**src/common/epiu_pkg.sv**
```systemverilog
// Purpose: Shared constants for the external pin interrupt unit
// Assumes: 32-bit classic Wishbone, register index times four gives the byte address
// Notes:   Reset values of all software registers are zero
package epiu_pkg;

	// ----------------------------------------------------------------
	// Sizes
	// ----------------------------------------------------------------
	localparam int unsigned NUM_PINS     = 18;
	localparam int unsigned MAX_PINS     = 24;
	localparam int unsigned SYNC_CYCLES  = 3;
	localparam int unsigned CFG_FIELD_W  = 4;
	localparam int unsigned PINS_PER_CFG = 8;
	localparam int unsigned IDX_W        = 6;

	// ----------------------------------------------------------------
	// Register indices (byte address is index times four)
	// ----------------------------------------------------------------
	localparam logic [5:0] IDX_MODULE_CONTROL   = 6'h00;
	localparam logic [5:0] IDX_SYNC_STATUS      = 6'h01;
	localparam logic [5:0] IDX_NMI_SETUP        = 6'h02;
	localparam logic [5:0] IDX_NMI_FLAG         = 6'h03;
	localparam logic [5:0] IDX_EVENT_OUT_EN     = 6'h04;
	localparam logic [5:0] IDX_IRQ_ENABLE_CLEAR = 6'h08;
	localparam logic [5:0] IDX_IRQ_ENABLE_SET   = 6'h0c;
	localparam logic [5:0] IDX_PIN_IRQ_FLAGS    = 6'h10;
	localparam logic [5:0] IDX_SLEEP_EXIT_EN    = 6'h14;
	localparam logic [5:0] IDX_SENSE_SETUP_0    = 6'h18;
	localparam logic [5:0] IDX_SENSE_SETUP_1    = 6'h1c;
	localparam logic [5:0] IDX_SENSE_SETUP_2    = 6'h20;

	// ----------------------------------------------------------------
	// Field positions and reset values
	// ----------------------------------------------------------------
	localparam int unsigned SOFT_RESET_BIT  = 0;
	localparam int unsigned ENABLE_BIT      = 1;
	localparam int unsigned SYNC_BUSY_BIT   = 7;
	localparam int unsigned NMI_FILTER_BIT  = 3;
	localparam int unsigned NMI_FLAG_BIT    = 0;
	localparam int unsigned FILTER_EN_BIT   = 3;
	localparam logic [31:0] REG_RESET       = 32'h0000_0000;
	localparam logic [3:0]  NMI_SETUP_RESET = 4'h0;

	// ----------------------------------------------------------------
	// Sense codes
	// ----------------------------------------------------------------
	localparam logic [2:0] SENSE_NONE = 3'h0;
	localparam logic [2:0] SENSE_RISE = 3'h1;
	localparam logic [2:0] SENSE_FALL = 3'h2;
	localparam logic [2:0] SENSE_BOTH = 3'h3;
	localparam logic [2:0] SENSE_HIGH = 3'h4;
	localparam logic [2:0] SENSE_LOW  = 3'h5;

	typedef enum logic [0:0] {
		SYNC_IDLE = 1'b0,
		SYNC_BUSY = 1'b1
	} epiu_sync_e;

endpackage : epiu_pkg

```
**src/core/epiu_core.sv**
```systemverilog
// Purpose: External pin interrupt unit with flags, requests, events and wake-up
// Assumes: Pins are asynchronous; detection and filtering run on clk_i
// Notes:   Control writes pass a modelled crossing of SYNC_CYCLES clocks
`timescale 1ns/1ps

// Functional notes
// - One flag per pin plus nonmaskable flag
// - Detection sets pin flag or nonmaskable flag
// - Enable-set writes enable, enable-clear disables
// - Nonmaskable flag always requests, no enable
// - Request when flag set and enabled
// - Request holds until clear, disable, reset
// - One request output per pin plus nonmaskable
// - Shared line: first programmed pin wins
// - Event enable bits 0 to 17
// - Matching pin emits event when enabled
// - Wake bit allows or blocks pin wake-up
// - Wake needs match, irq enable, wake bit
// - Sync busy sets at once, clears when done
// - Control write while busy stalls bus
// - Soft reset and enable writes are synchronized
// - Sense codes: none, rise, fall, both, high, low
// - Level mode re-sets cleared flag while matching
// - Filter takes majority of three samples
// - Soft reset wins, resets all, disables
module epiu_core #(
	parameter int unsigned N_PINS      = epiu_pkg::NUM_PINS,
	parameter int unsigned SYNC_CYCLES = epiu_pkg::SYNC_CYCLES
) (
	input  wire logic              clk_i,      // 250 MHz clock
	input  wire logic              rst_i,      // Synchronous reset, high
	input  wire logic [7:0]        adr_i,      // Byte address
	input  wire logic [31:0]       dat_i,      // Write data
	output logic      [31:0]       dat_o,      // Read data
	input  wire logic              we_i,       // Write enable
	input  wire logic [3:0]        sel_i,      // Byte selects
	input  wire logic              cyc_i,      // Cycle
	input  wire logic              stb_i,      // Strobe
	output logic                   ack_o,      // Acknowledge
	input  wire logic [N_PINS-1:0] pin_a_i,    // First candidate pin per line
	input  wire logic [N_PINS-1:0] pin_b_i,    // Second candidate pin per line
	input  wire logic [N_PINS-1:0] route_a_i,  // First pin routed to line
	input  wire logic [N_PINS-1:0] route_b_i,  // Second pin routed to line
	input  wire logic              nmi_pin_i,  // Nonmaskable pin
	output logic      [N_PINS-1:0] irq_o,      // Per-pin interrupt request
	output logic                   nmi_irq_o,  // Nonmaskable request
	output logic      [N_PINS-1:0] event_o,    // Per-pin event
	output logic                   wake_o      // Wake-up request
);

	// ----------------------------------------------------------------
	// Elaboration check
	// ----------------------------------------------------------------
	if (N_PINS < 1 || N_PINS > epiu_pkg::MAX_PINS) begin : g_bad_pins
		$error("N_PINS must lie between 1 and 24");
	end
	if (SYNC_CYCLES < 1 || SYNC_CYCLES > 255) begin : g_bad_sync
		$error("SYNC_CYCLES must lie between 1 and 255");
	end

	localparam int unsigned NP = N_PINS + 1;

	// ----------------------------------------------------------------
	// Declarations
	// ----------------------------------------------------------------
	logic [N_PINS-1:0]     irq_en;
	logic [N_PINS-1:0]     evt_en;
	logic [N_PINS-1:0]     wake_en;
	logic [N_PINS-1:0]     flags;
	logic                  nmi_flag;
	logic [3:0]            nmi_setup;
	logic [31:0]           sense_setup [3];
	logic                  ctl_enable;
	logic                  ctl_soft_reset;
	logic                  run_enable;
	epiu_pkg::epiu_sync_e  sync_state;
	logic [7:0]            sync_cnt;
	logic                  soft_done;
	logic                  wipe;
	logic [N_PINS-1:0]     a_meta, a_sync, b_meta, b_sync;
	logic                  nmi_meta, nmi_sync;
	logic [N_PINS-1:0]     owner_b;
	logic [NP-1:0]         raw;
	logic [NP-1:0]         smp1, smp2;
	logic [NP-1:0]         cur;
	logic [NP-1:0]         prv;
	logic [NP-1:0]         match;
	logic                  ack;
	logic [31:0]           rdata;
	logic [31:0]           bmask;
	logic [31:0]           wbits;
	logic [5:0]            idx;
	logic                  req, ctrl_wr, stall, take, wr;

	// ----------------------------------------------------------------
	// Pin synchronisers
	// ----------------------------------------------------------------
	always_ff @(posedge clk_i) begin
		if (rst_i) begin
			a_meta   <= '0;
			a_sync   <= '0;
			b_meta   <= '0;
			b_sync   <= '0;
			nmi_meta <= 1'b0;
			nmi_sync <= 1'b0;
		end else begin
			a_meta   <= pin_a_i;
			a_sync   <= a_meta;
			b_meta   <= pin_b_i;
			b_sync   <= b_meta;
			nmi_meta <= nmi_pin_i;
			nmi_sync <= nmi_meta;
		end
	end

	// ----------------------------------------------------------------
	// Line ownership: a pin keeps the line until its route drops
	// ----------------------------------------------------------------
	genvar gi;
	for (gi = 0; gi < N_PINS; gi++) begin : g_route
		always_ff @(posedge clk_i) begin
			if (rst_i) begin
				owner_b[gi] <= 1'b0;
			end else if (route_b_i[gi] && !route_a_i[gi]) begin
				owner_b[gi] <= 1'b1;
			end else if (route_a_i[gi] && !route_b_i[gi]) begin
				owner_b[gi] <= 1'b0;
			end
		end
		assign raw[gi] = owner_b[gi] ? (b_sync[gi] & route_b_i[gi])
		                             : (a_sync[gi] & route_a_i[gi]);
	end
	assign raw[N_PINS] = nmi_sync;

	// ----------------------------------------------------------------
	// Filter and sense detection, one slice per source
	// ----------------------------------------------------------------
	for (gi = 0; gi < NP; gi++) begin : g_detect
		logic [2:0] code;
		logic       filt_on;
		logic       voted;
		if (gi == N_PINS) begin : g_nmi
			assign code    = nmi_setup[2:0];
			assign filt_on = nmi_setup[epiu_pkg::NMI_FILTER_BIT];
		end else begin : g_ext
			assign code    = sense_setup[gi / epiu_pkg::PINS_PER_CFG]
			                 [(gi % epiu_pkg::PINS_PER_CFG) * epiu_pkg::CFG_FIELD_W +: 3];
			assign filt_on = sense_setup[gi / epiu_pkg::PINS_PER_CFG]
			                 [(gi % epiu_pkg::PINS_PER_CFG) * epiu_pkg::CFG_FIELD_W
			                  + epiu_pkg::FILTER_EN_BIT];
		end
		// Majority of three samples keeps single-cycle glitches out
		assign voted   = (raw[gi] & smp1[gi]) | (raw[gi] & smp2[gi])
		                 | (smp1[gi] & smp2[gi]);
		assign cur[gi] = filt_on ? voted : raw[gi];

		always_ff @(posedge clk_i) begin
			if (wipe) begin
				smp1[gi] <= 1'b0;
				smp2[gi] <= 1'b0;
				prv[gi]  <= 1'b0;
			end else begin
				smp1[gi] <= raw[gi];
				smp2[gi] <= smp1[gi];
				prv[gi]  <= cur[gi];
			end
		end

		always_comb begin
			case (code)
				epiu_pkg::SENSE_NONE: match[gi] = 1'b0;
				epiu_pkg::SENSE_RISE: match[gi] = cur[gi] & ~prv[gi];
				epiu_pkg::SENSE_FALL: match[gi] = ~cur[gi] & prv[gi];
				epiu_pkg::SENSE_BOTH: match[gi] = cur[gi] ^ prv[gi];
				epiu_pkg::SENSE_HIGH: match[gi] = cur[gi];
				epiu_pkg::SENSE_LOW:  match[gi] = ~cur[gi];
				default:              match[gi] = 1'b0;
			endcase
		end
	end

	// ----------------------------------------------------------------
	// Bus decode
	// ----------------------------------------------------------------
	assign idx     = adr_i[7:2];
	assign bmask   = {{8{sel_i[3]}}, {8{sel_i[2]}}, {8{sel_i[1]}}, {8{sel_i[0]}}};
	assign wbits   = dat_i & bmask;
	assign req     = cyc_i & stb_i & ~ack;
	assign ctrl_wr = req & we_i & sel_i[0] & (idx == epiu_pkg::IDX_MODULE_CONTROL);
	// A control write meeting a busy crossing waits without an ack
	assign stall   = ctrl_wr & (sync_state == epiu_pkg::SYNC_BUSY);
	assign take    = req & ~stall;
	assign wr      = take & we_i;

	always_ff @(posedge clk_i) begin
		if (rst_i) begin
			ack <= 1'b0;
		end else begin
			ack <= take;
		end
	end
	assign ack_o = ack;

	// ----------------------------------------------------------------
	// Control crossing
	// ----------------------------------------------------------------
	assign soft_done = (sync_state == epiu_pkg::SYNC_BUSY) && ctl_soft_reset
	                   && (sync_cnt == 8'(SYNC_CYCLES - 1));
	assign wipe      = rst_i | soft_done;

	always_ff @(posedge clk_i) begin
		if (wipe) begin
			sync_state     <= epiu_pkg::SYNC_IDLE;
			sync_cnt       <= 8'h00;
			ctl_enable     <= 1'b0;
			ctl_soft_reset <= 1'b0;
			run_enable     <= 1'b0;
		end else begin
			case (sync_state)
				epiu_pkg::SYNC_IDLE: begin
					if (wr && sel_i[0] && idx == epiu_pkg::IDX_MODULE_CONTROL) begin
						sync_state <= epiu_pkg::SYNC_BUSY;
						sync_cnt   <= 8'h00;
						if (dat_i[epiu_pkg::SOFT_RESET_BIT]) begin
							ctl_soft_reset <= 1'b1;
						end else begin
							ctl_enable <= dat_i[epiu_pkg::ENABLE_BIT];
						end
					end
				end
				epiu_pkg::SYNC_BUSY: begin
					if (sync_cnt == 8'(SYNC_CYCLES - 1)) begin
						sync_state <= epiu_pkg::SYNC_IDLE;
						run_enable <= ctl_enable;
					end else begin
						sync_cnt <= sync_cnt + 8'h01;
					end
				end
				default: begin
					sync_state <= epiu_pkg::SYNC_IDLE;
				end
			endcase
		end
	end

	// ----------------------------------------------------------------
	// Configuration registers
	// ----------------------------------------------------------------
	always_ff @(posedge clk_i) begin
		if (wipe) begin
			nmi_setup <= epiu_pkg::NMI_SETUP_RESET;
			evt_en    <= '0;
			wake_en   <= '0;
			for (int k = 0; k < 3; k++) begin
				sense_setup[k] <= epiu_pkg::REG_RESET;
			end
		end else if (wr) begin
			case (idx)
				epiu_pkg::IDX_NMI_SETUP: begin
					if (sel_i[0]) begin
						nmi_setup <= dat_i[3:0];
					end
				end
				epiu_pkg::IDX_EVENT_OUT_EN: begin
					evt_en <= (evt_en & ~bmask[N_PINS-1:0]) | wbits[N_PINS-1:0];
				end
				epiu_pkg::IDX_SLEEP_EXIT_EN: begin
					wake_en <= (wake_en & ~bmask[N_PINS-1:0]) | wbits[N_PINS-1:0];
				end
				epiu_pkg::IDX_SENSE_SETUP_0: begin
					sense_setup[0] <= (sense_setup[0] & ~bmask) | wbits;
				end
				epiu_pkg::IDX_SENSE_SETUP_1: begin
					sense_setup[1] <= (sense_setup[1] & ~bmask) | wbits;
				end
				epiu_pkg::IDX_SENSE_SETUP_2: begin
					sense_setup[2] <= (sense_setup[2] & ~bmask) | wbits;
				end
				default: begin
				end
			endcase
		end
	end

	// ----------------------------------------------------------------
	// Interrupt enable mask
	// ----------------------------------------------------------------
	always_ff @(posedge clk_i) begin
		if (wipe) begin
			irq_en <= '0;
		end else if (wr && idx == epiu_pkg::IDX_IRQ_ENABLE_SET) begin
			irq_en <= irq_en | wbits[N_PINS-1:0];
		end else if (wr && idx == epiu_pkg::IDX_IRQ_ENABLE_CLEAR) begin
			irq_en <= irq_en & ~wbits[N_PINS-1:0];
		end
	end

	// ----------------------------------------------------------------
	// Flags: a detection in the clearing cycle keeps the flag
	// ----------------------------------------------------------------
	always_ff @(posedge clk_i) begin
		if (wipe) begin
			flags    <= '0;
			nmi_flag <= 1'b0;
		end else begin
			flags <= (flags & ~((wr && idx == epiu_pkg::IDX_PIN_IRQ_FLAGS)
			                    ? wbits[N_PINS-1:0] : '0))
			         | (match[N_PINS-1:0] & {N_PINS{run_enable}});
			// Nonmaskable detection does not depend on the module enable
			nmi_flag <= (nmi_flag & ~(wr && idx == epiu_pkg::IDX_NMI_FLAG
			                          && wbits[epiu_pkg::NMI_FLAG_BIT]))
			            | match[N_PINS];
		end
	end

	// ----------------------------------------------------------------
	// Requests, events and wake-up
	// ----------------------------------------------------------------
	assign irq_o     = flags & irq_en;
	assign nmi_irq_o = nmi_flag;

	always_ff @(posedge clk_i) begin
		if (wipe) begin
			event_o <= '0;
			wake_o  <= 1'b0;
		end else begin
			event_o <= match[N_PINS-1:0] & evt_en & {N_PINS{run_enable}};
			wake_o  <= |(match[N_PINS-1:0] & irq_en & wake_en)
			           & run_enable;
		end
	end

	// ----------------------------------------------------------------
	// Read data
	// ----------------------------------------------------------------
	always_comb begin
		rdata = 32'h0000_0000;
		case (idx)
			epiu_pkg::IDX_MODULE_CONTROL: begin
				rdata[epiu_pkg::SOFT_RESET_BIT] = ctl_soft_reset;
				rdata[epiu_pkg::ENABLE_BIT]     = ctl_enable;
			end
			epiu_pkg::IDX_SYNC_STATUS: begin
				rdata[epiu_pkg::SYNC_BUSY_BIT] = (sync_state == epiu_pkg::SYNC_BUSY);
			end
			epiu_pkg::IDX_NMI_SETUP: begin
				rdata[3:0] = nmi_setup;
			end
			epiu_pkg::IDX_NMI_FLAG: begin
				rdata[epiu_pkg::NMI_FLAG_BIT] = nmi_flag;
			end
			epiu_pkg::IDX_EVENT_OUT_EN: begin
				rdata[N_PINS-1:0] = evt_en;
			end
			epiu_pkg::IDX_IRQ_ENABLE_CLEAR,
			epiu_pkg::IDX_IRQ_ENABLE_SET: begin
				rdata[N_PINS-1:0] = irq_en;
			end
			epiu_pkg::IDX_PIN_IRQ_FLAGS: begin
				rdata[N_PINS-1:0] = flags;
			end
			epiu_pkg::IDX_SLEEP_EXIT_EN: begin
				rdata[N_PINS-1:0] = wake_en;
			end
			epiu_pkg::IDX_SENSE_SETUP_0: begin
				rdata = sense_setup[0];
			end
			epiu_pkg::IDX_SENSE_SETUP_1: begin
				rdata = sense_setup[1];
			end
			epiu_pkg::IDX_SENSE_SETUP_2: begin
				rdata = sense_setup[2];
			end
			default: begin
				rdata = 32'h0000_0000;
			end
		endcase
	end

	always_ff @(posedge clk_i) begin
		if (rst_i) begin
			dat_o <= 32'h0000_0000;
		end else if (take) begin
			dat_o <= rdata;
		end
	end

endmodule : epiu_core

```
**config.mk**
```make
export PLATFORM = sky130hd
export DESIGN_NAME = epiu_core
export DESIGN_NICKNAME = d
export VERILOG_FILES = /design/src/common/epiu_pkg.sv /design/src/core/epiu_core.sv
export SDC_FILE = /design/constraint.sdc
export NUM_CORES = 1
export LEC_CHECK = 0
export BUFFER_PORTS_ARGS = -buffer_cell sky130_fd_sc_hd__buf_4
export CAP_MARGIN = 0
export CORE_ASPECT_RATIO = 2
export CORE_MARGIN = 2
export CORE_UTILIZATION = 50
export CTS_CLUSTER_SIZE = 24
export DETAILED_ROUTE_END_ITERATION = 6
export GPL_TIMING_DRIVEN = 0
export PLACE_DENSITY_LB_ADDON = 0.15
export SYNTH_ARGS = -nofsm -noshare
export SYNTH_HDL_FRONTEND = slang
export SYNTH_SLANG_ARGS = --single-unit
```
**constraint.sdc**
```tcl
create_clock -name clk_i -period 7.43 [get_ports clk_i]
set_input_delay 1.486 -clock clk_i [delete_from_list [all_inputs] [get_ports clk_i]]
set_output_delay 1.486 -clock clk_i [all_outputs]
set_load 0.05 [all_outputs]
```
[Word-level counts from Yosys, hierarchy flattened]
Memory sizes are Yosys's and may differ from the RTL's.
Index checks and enable logic that the tools add are counted.
Cells by class
  add/sub/neg operators: 1
  reduce and logical (&&, ||, !) cells: 110
  bitwise operators: 271
  equal/unequal tests: 109
  muxes and demuxes: 125
Operator list (number)
  $and 18x18->18: 10
  $and 1x1->1: 141
  $and 32x32->32: 4
  $eq 3x2->1 const B: 38
  $eq 3x3->1 const B: 38
  $mux 32: 3
  $or 32x32->32: 3
  $pmux 1 s5: 19
  $mux 1: 89
  $or 18x18->18: 4
  $pmux 10 s7: 1
  $eq 3x1->1 const B: 19
  $mux 18: 3
  $not 18->18: 3
  $logic_and 1x1->1: 45
  $not 1->1: 43
  $or 1x1->1: 43
  $pmux 14 s3: 1
  $reduce_bool 2->1: 19
  $logic_not 1->1: 36
  $not 32->32: 1
  $eq 6x5->1 const B: 4
  $pmux 3 s7: 1
  $xor 1x1->1: 19
  20 further kinds: 29
Word-level totals
  word-level logic and storage cells: 713
  memory bits (writable): 96
  register bits after elaboration: 290
  memories: 1
  output and inout bits: 71
Memory list
  sense_setup: depth 3, bits a word 32, read ports 3, clocked after memory_dff 0, wr ports 3, RTL line epiu_core.sv:72  | logic [31:0] sense_setup [3];

[Longest topological paths before layout]
  depth after elaboration: 14
  gate-level depth with buffers: 12

[Worst setup path before layout]
No wires, ideal clock.
  kind: input port to flip-flop
  start point: input adr_i[6]
  end point: memory sense_setup[0][0] (enable)
  data arrival time: 4674 ps
  required time: 6960 ps
  slack: 2286 ps
  library setup time: 470 ps
  stages on the path: 6
  cells stage by stage: buf_2 -> nor3_4 -> a41oi_1 -> buf_4 -> nand2_2 -> o31ai_1
RTL lines
  start, declared: RTL line epiu_core.sv:32  | input wire logic [7:0] adr_i,
  end, declared: RTL line epiu_core.sv:72

==> metrics.yaml <==
grt_pass1_vias: 15342
fill_cells: 3118
gr-usage-met3: 0.0514
yosysMostFrequentCell: "dfxtp_1"
htree_levels: 2
grt_pass1_wl_mm: 91.5
grt_use_met1: 0.353
grt_max_degree: 33
power.leakage_nw: 8.41
ant_nets: 0
async_reset_ff_frac: 0
dp.cells: 2532
r2r_slack_ns: 3.79
violations: "DRC"
clock_skew_ns: 0.0204
synth-main-ff-cell: "dfxtp_1"
critPathKind: "input port to register"
ys_ff_latch: 386
cts_tree: "built"
wl_per_cell_um: 23.8
dp_hpwl_mm: 48.1
synth_nets: 2076
synth_area_sq_mm: 0.0177
numClockSinks: 386
min_period_ns: 4.29
max-cap-violations: 0
crit_path_start: "adr_i[4]"
dr.pass1.iters: 7
yosys-top-cells-count: "dfxtp_1, a21oi_1, nor2_1"
port_buffers: 186
finalMaxSlewViolations: 0
insertion_delay_ns: 0.56
synth_area_leaders: "dfxtp_1, edfxtp_1, a21oi_1"
grt_usage: 0.333
synth_top_cell_by_area: "dfxtp_1"
fin_nets: 2306
io_pins: 193
regArea_sq_mm: 0.00869
yosysSeqAreaShare: 0.492
antenna_found_initial: 1
num_rows: 97
critical_path_required_ns: 7.68
met2_usage: 0.598
clk_pin_slew_ns: 0.06
netlist.area_leader.share: 0.329
yosys_warnings: 0
dieArea_sq_mm: 0.0369
drt_iter0_markers: 1104
synth.distinct_cells: 75
cp.arrival_ns: 4.54
viasPerCell: 5.95
grt_setup_unrepaired: "no"
n_antenna_cell: 0
tightestPinTransition_ns: 1.14
setup_tns_ns: 0
hold_buffers: 0
grt_overflow: 0
area_growth_pct: 18.5
relSlewSlack: 0.240
cts_resized: 0
finalWirelength_mm: 61.9
place_congestion: 0.972
clockRootBuffer: "clkbuf_16"
hold_class: "register to register"
run_status: "finished, violations left"
fmax_ghz: 0.233
powerDensity_mw_per_mm2: 216
synthesis.instances: 1896
initial_core_util: 0.506
route.detailed.drc: 2
setup-violations-final: 0
r2r-end: "sense_setup[0][66]$_SDFFCE_PN0P_"
post_cts_buffers: 0
drive_gt1_frac: 0.141
dr_total_vias: 15462
final_cell_count_no_fill: 2599
numCtsBuffers: 37
syn_area_per_cell_sq_um: 9.32
r2r-start: "sync_cnt[0]$_SDFFE_PP0P_"
core_area_sq_mm: 0.0350
die_x_um: 137
top_usage_layer: "met2"
synth-edff-count: 96
vdd_drop_max_mv: 0.185
cp-start-kind: "input port"
finalHoldViolCount: 0
reg2reg_depth: 7
clock_path_buffers: 3
min_period_over_period: 0.577
multiInputGateArea_sq_mm: 0.00830
critPathMaxFanout: 18
cp-end-kind: "register"
setup.worst_path.end: "sense_setup[0][42]$_SDFFCE_PN0P_"
dieHeight_um: 270
[per-stage QoR]
stage                     utilization  power (mW)  instance area [sq um]  hold slack (ns)  worst slack (ns)
after floorplan                     -        2.49                  17700            0.414              2.29
after CTS                       0.599        4.54                  20900            0.435              3.17
after global routing            0.599        4.65                  20900            0.452              3.07
final                           0.599        4.53                  20900            0.433              3.14
after global placement          0.561        2.67                  19600            0.416            -0.558
after detailed placement        0.565        2.68                  19700            0.420              2.62
[cell usage in the layout (no fill, tap or decap), drive strengths merged, types with 5 or more instances in the layout]
| cell type | n |
|---|---|
| nand2 | 157 |
| nor4 | 6 |
| nand2b | 96 |
| clkinv | 13 |
| nand3b | 22 |
| a221o | 7 |
| a21o | 5 |
| a221oi | 24 |
| nand4 | 18 |
| and2 | 46 |
| inv | 87 |
| a211oi | 10 |
| a2111oi | 7 |
| edfxtp | 96 |
| nor4bb | 7 |
| o21ai | 80 |
| mux2 | 15 |
| and3 | 26 |
| xor2 | 7 |
| a31oi | 18 |
| mux2i | 81 |
| ha | 58 |
| nor2b | 103 |
| dfxtp | 290 |
| buf | 219 |
| o211ai | 20 |
| nand3 | 65 |
| clkbuf | 117 |
| nor3b | 9 |
| nor2 | 170 |
| a21oi | 184 |
| nor3 | 24 |
[worst max-delay path: stages]
cell and delay, ns:
buf_4 0.12, buf_1 0.61, clkbuf_1 0.75, clkbuf_1 0.68, nand3_1 0.18, nand2_2 0.45
buf_16 0.24
[report_power, final]
part | switching (mW) | leakage (nW) | internal, mW
Combinational | 0.247 | 4.47 | 0.144
Sequential | 0.0411 | 3.35 | 2.21
Clock | 0.856 | 0.582 | 1.03
[routing by layer]
layer  up-vias  share of wire
met3       199          0.059
met5         -              0
met2       661           0.52
met4         0          0.071
met1      7493           0.35
li1       7109              -
[worst min-delay path by stage]
stage	cells past startpoint	slack, ns	end	startpoint
after floorplan	1	0.41	a_sync[0]$_SDFF_PP0_	a_meta[0]$_SDFF_PP0_
after global placement	1	0.42	a_sync[8]$_SDFF_PP0_	a_meta[8]$_SDFF_PP0_
after detailed placement	1	0.42	b_sync[16]$_SDFF_PP0_	b_meta[16]$_SDFF_PP0_
after CTS	1	0.43	b_sync[16]$_SDFF_PP0_	b_meta[16]$_SDFF_PP0_
after global routing	1	0.45	b_sync[16]$_SDFF_PP0_	b_meta[16]$_SDFF_PP0_
final	1	0.43	b_sync[16]$_SDFF_PP0_	b_meta[16]$_SDFF_PP0_
[logic make-up (layout without fill, tap and decap cells)]
kind of cell / count (synthesis) / in the layout / synth area share
compound gates: 404 / 404 / 0.142
xor+xnor: 11 / 11 / 0.00545
fa+ha+maj: 58 / 58 / 0.0411
buf+inv: 181 / 439 / 0.0400
flops: 386 / 386 / 0.492
mux: 96 / 96 / 0.0554
simple gates: 760 / 760 / 0.225
[area by class of cell]
type,instances,area share
Tap cell,445,0.0266
Sequential cell,386,0.415
Clock buffer,48,0.0497
Timing Repair Buffer,191,0.0713
Clock inverter,19,0.00705
Multi-Input combinational cell,1329,0.397
Inverter,84,0.0151
Buffer,97,0.0187
Power figures use the tool's default switching activity.
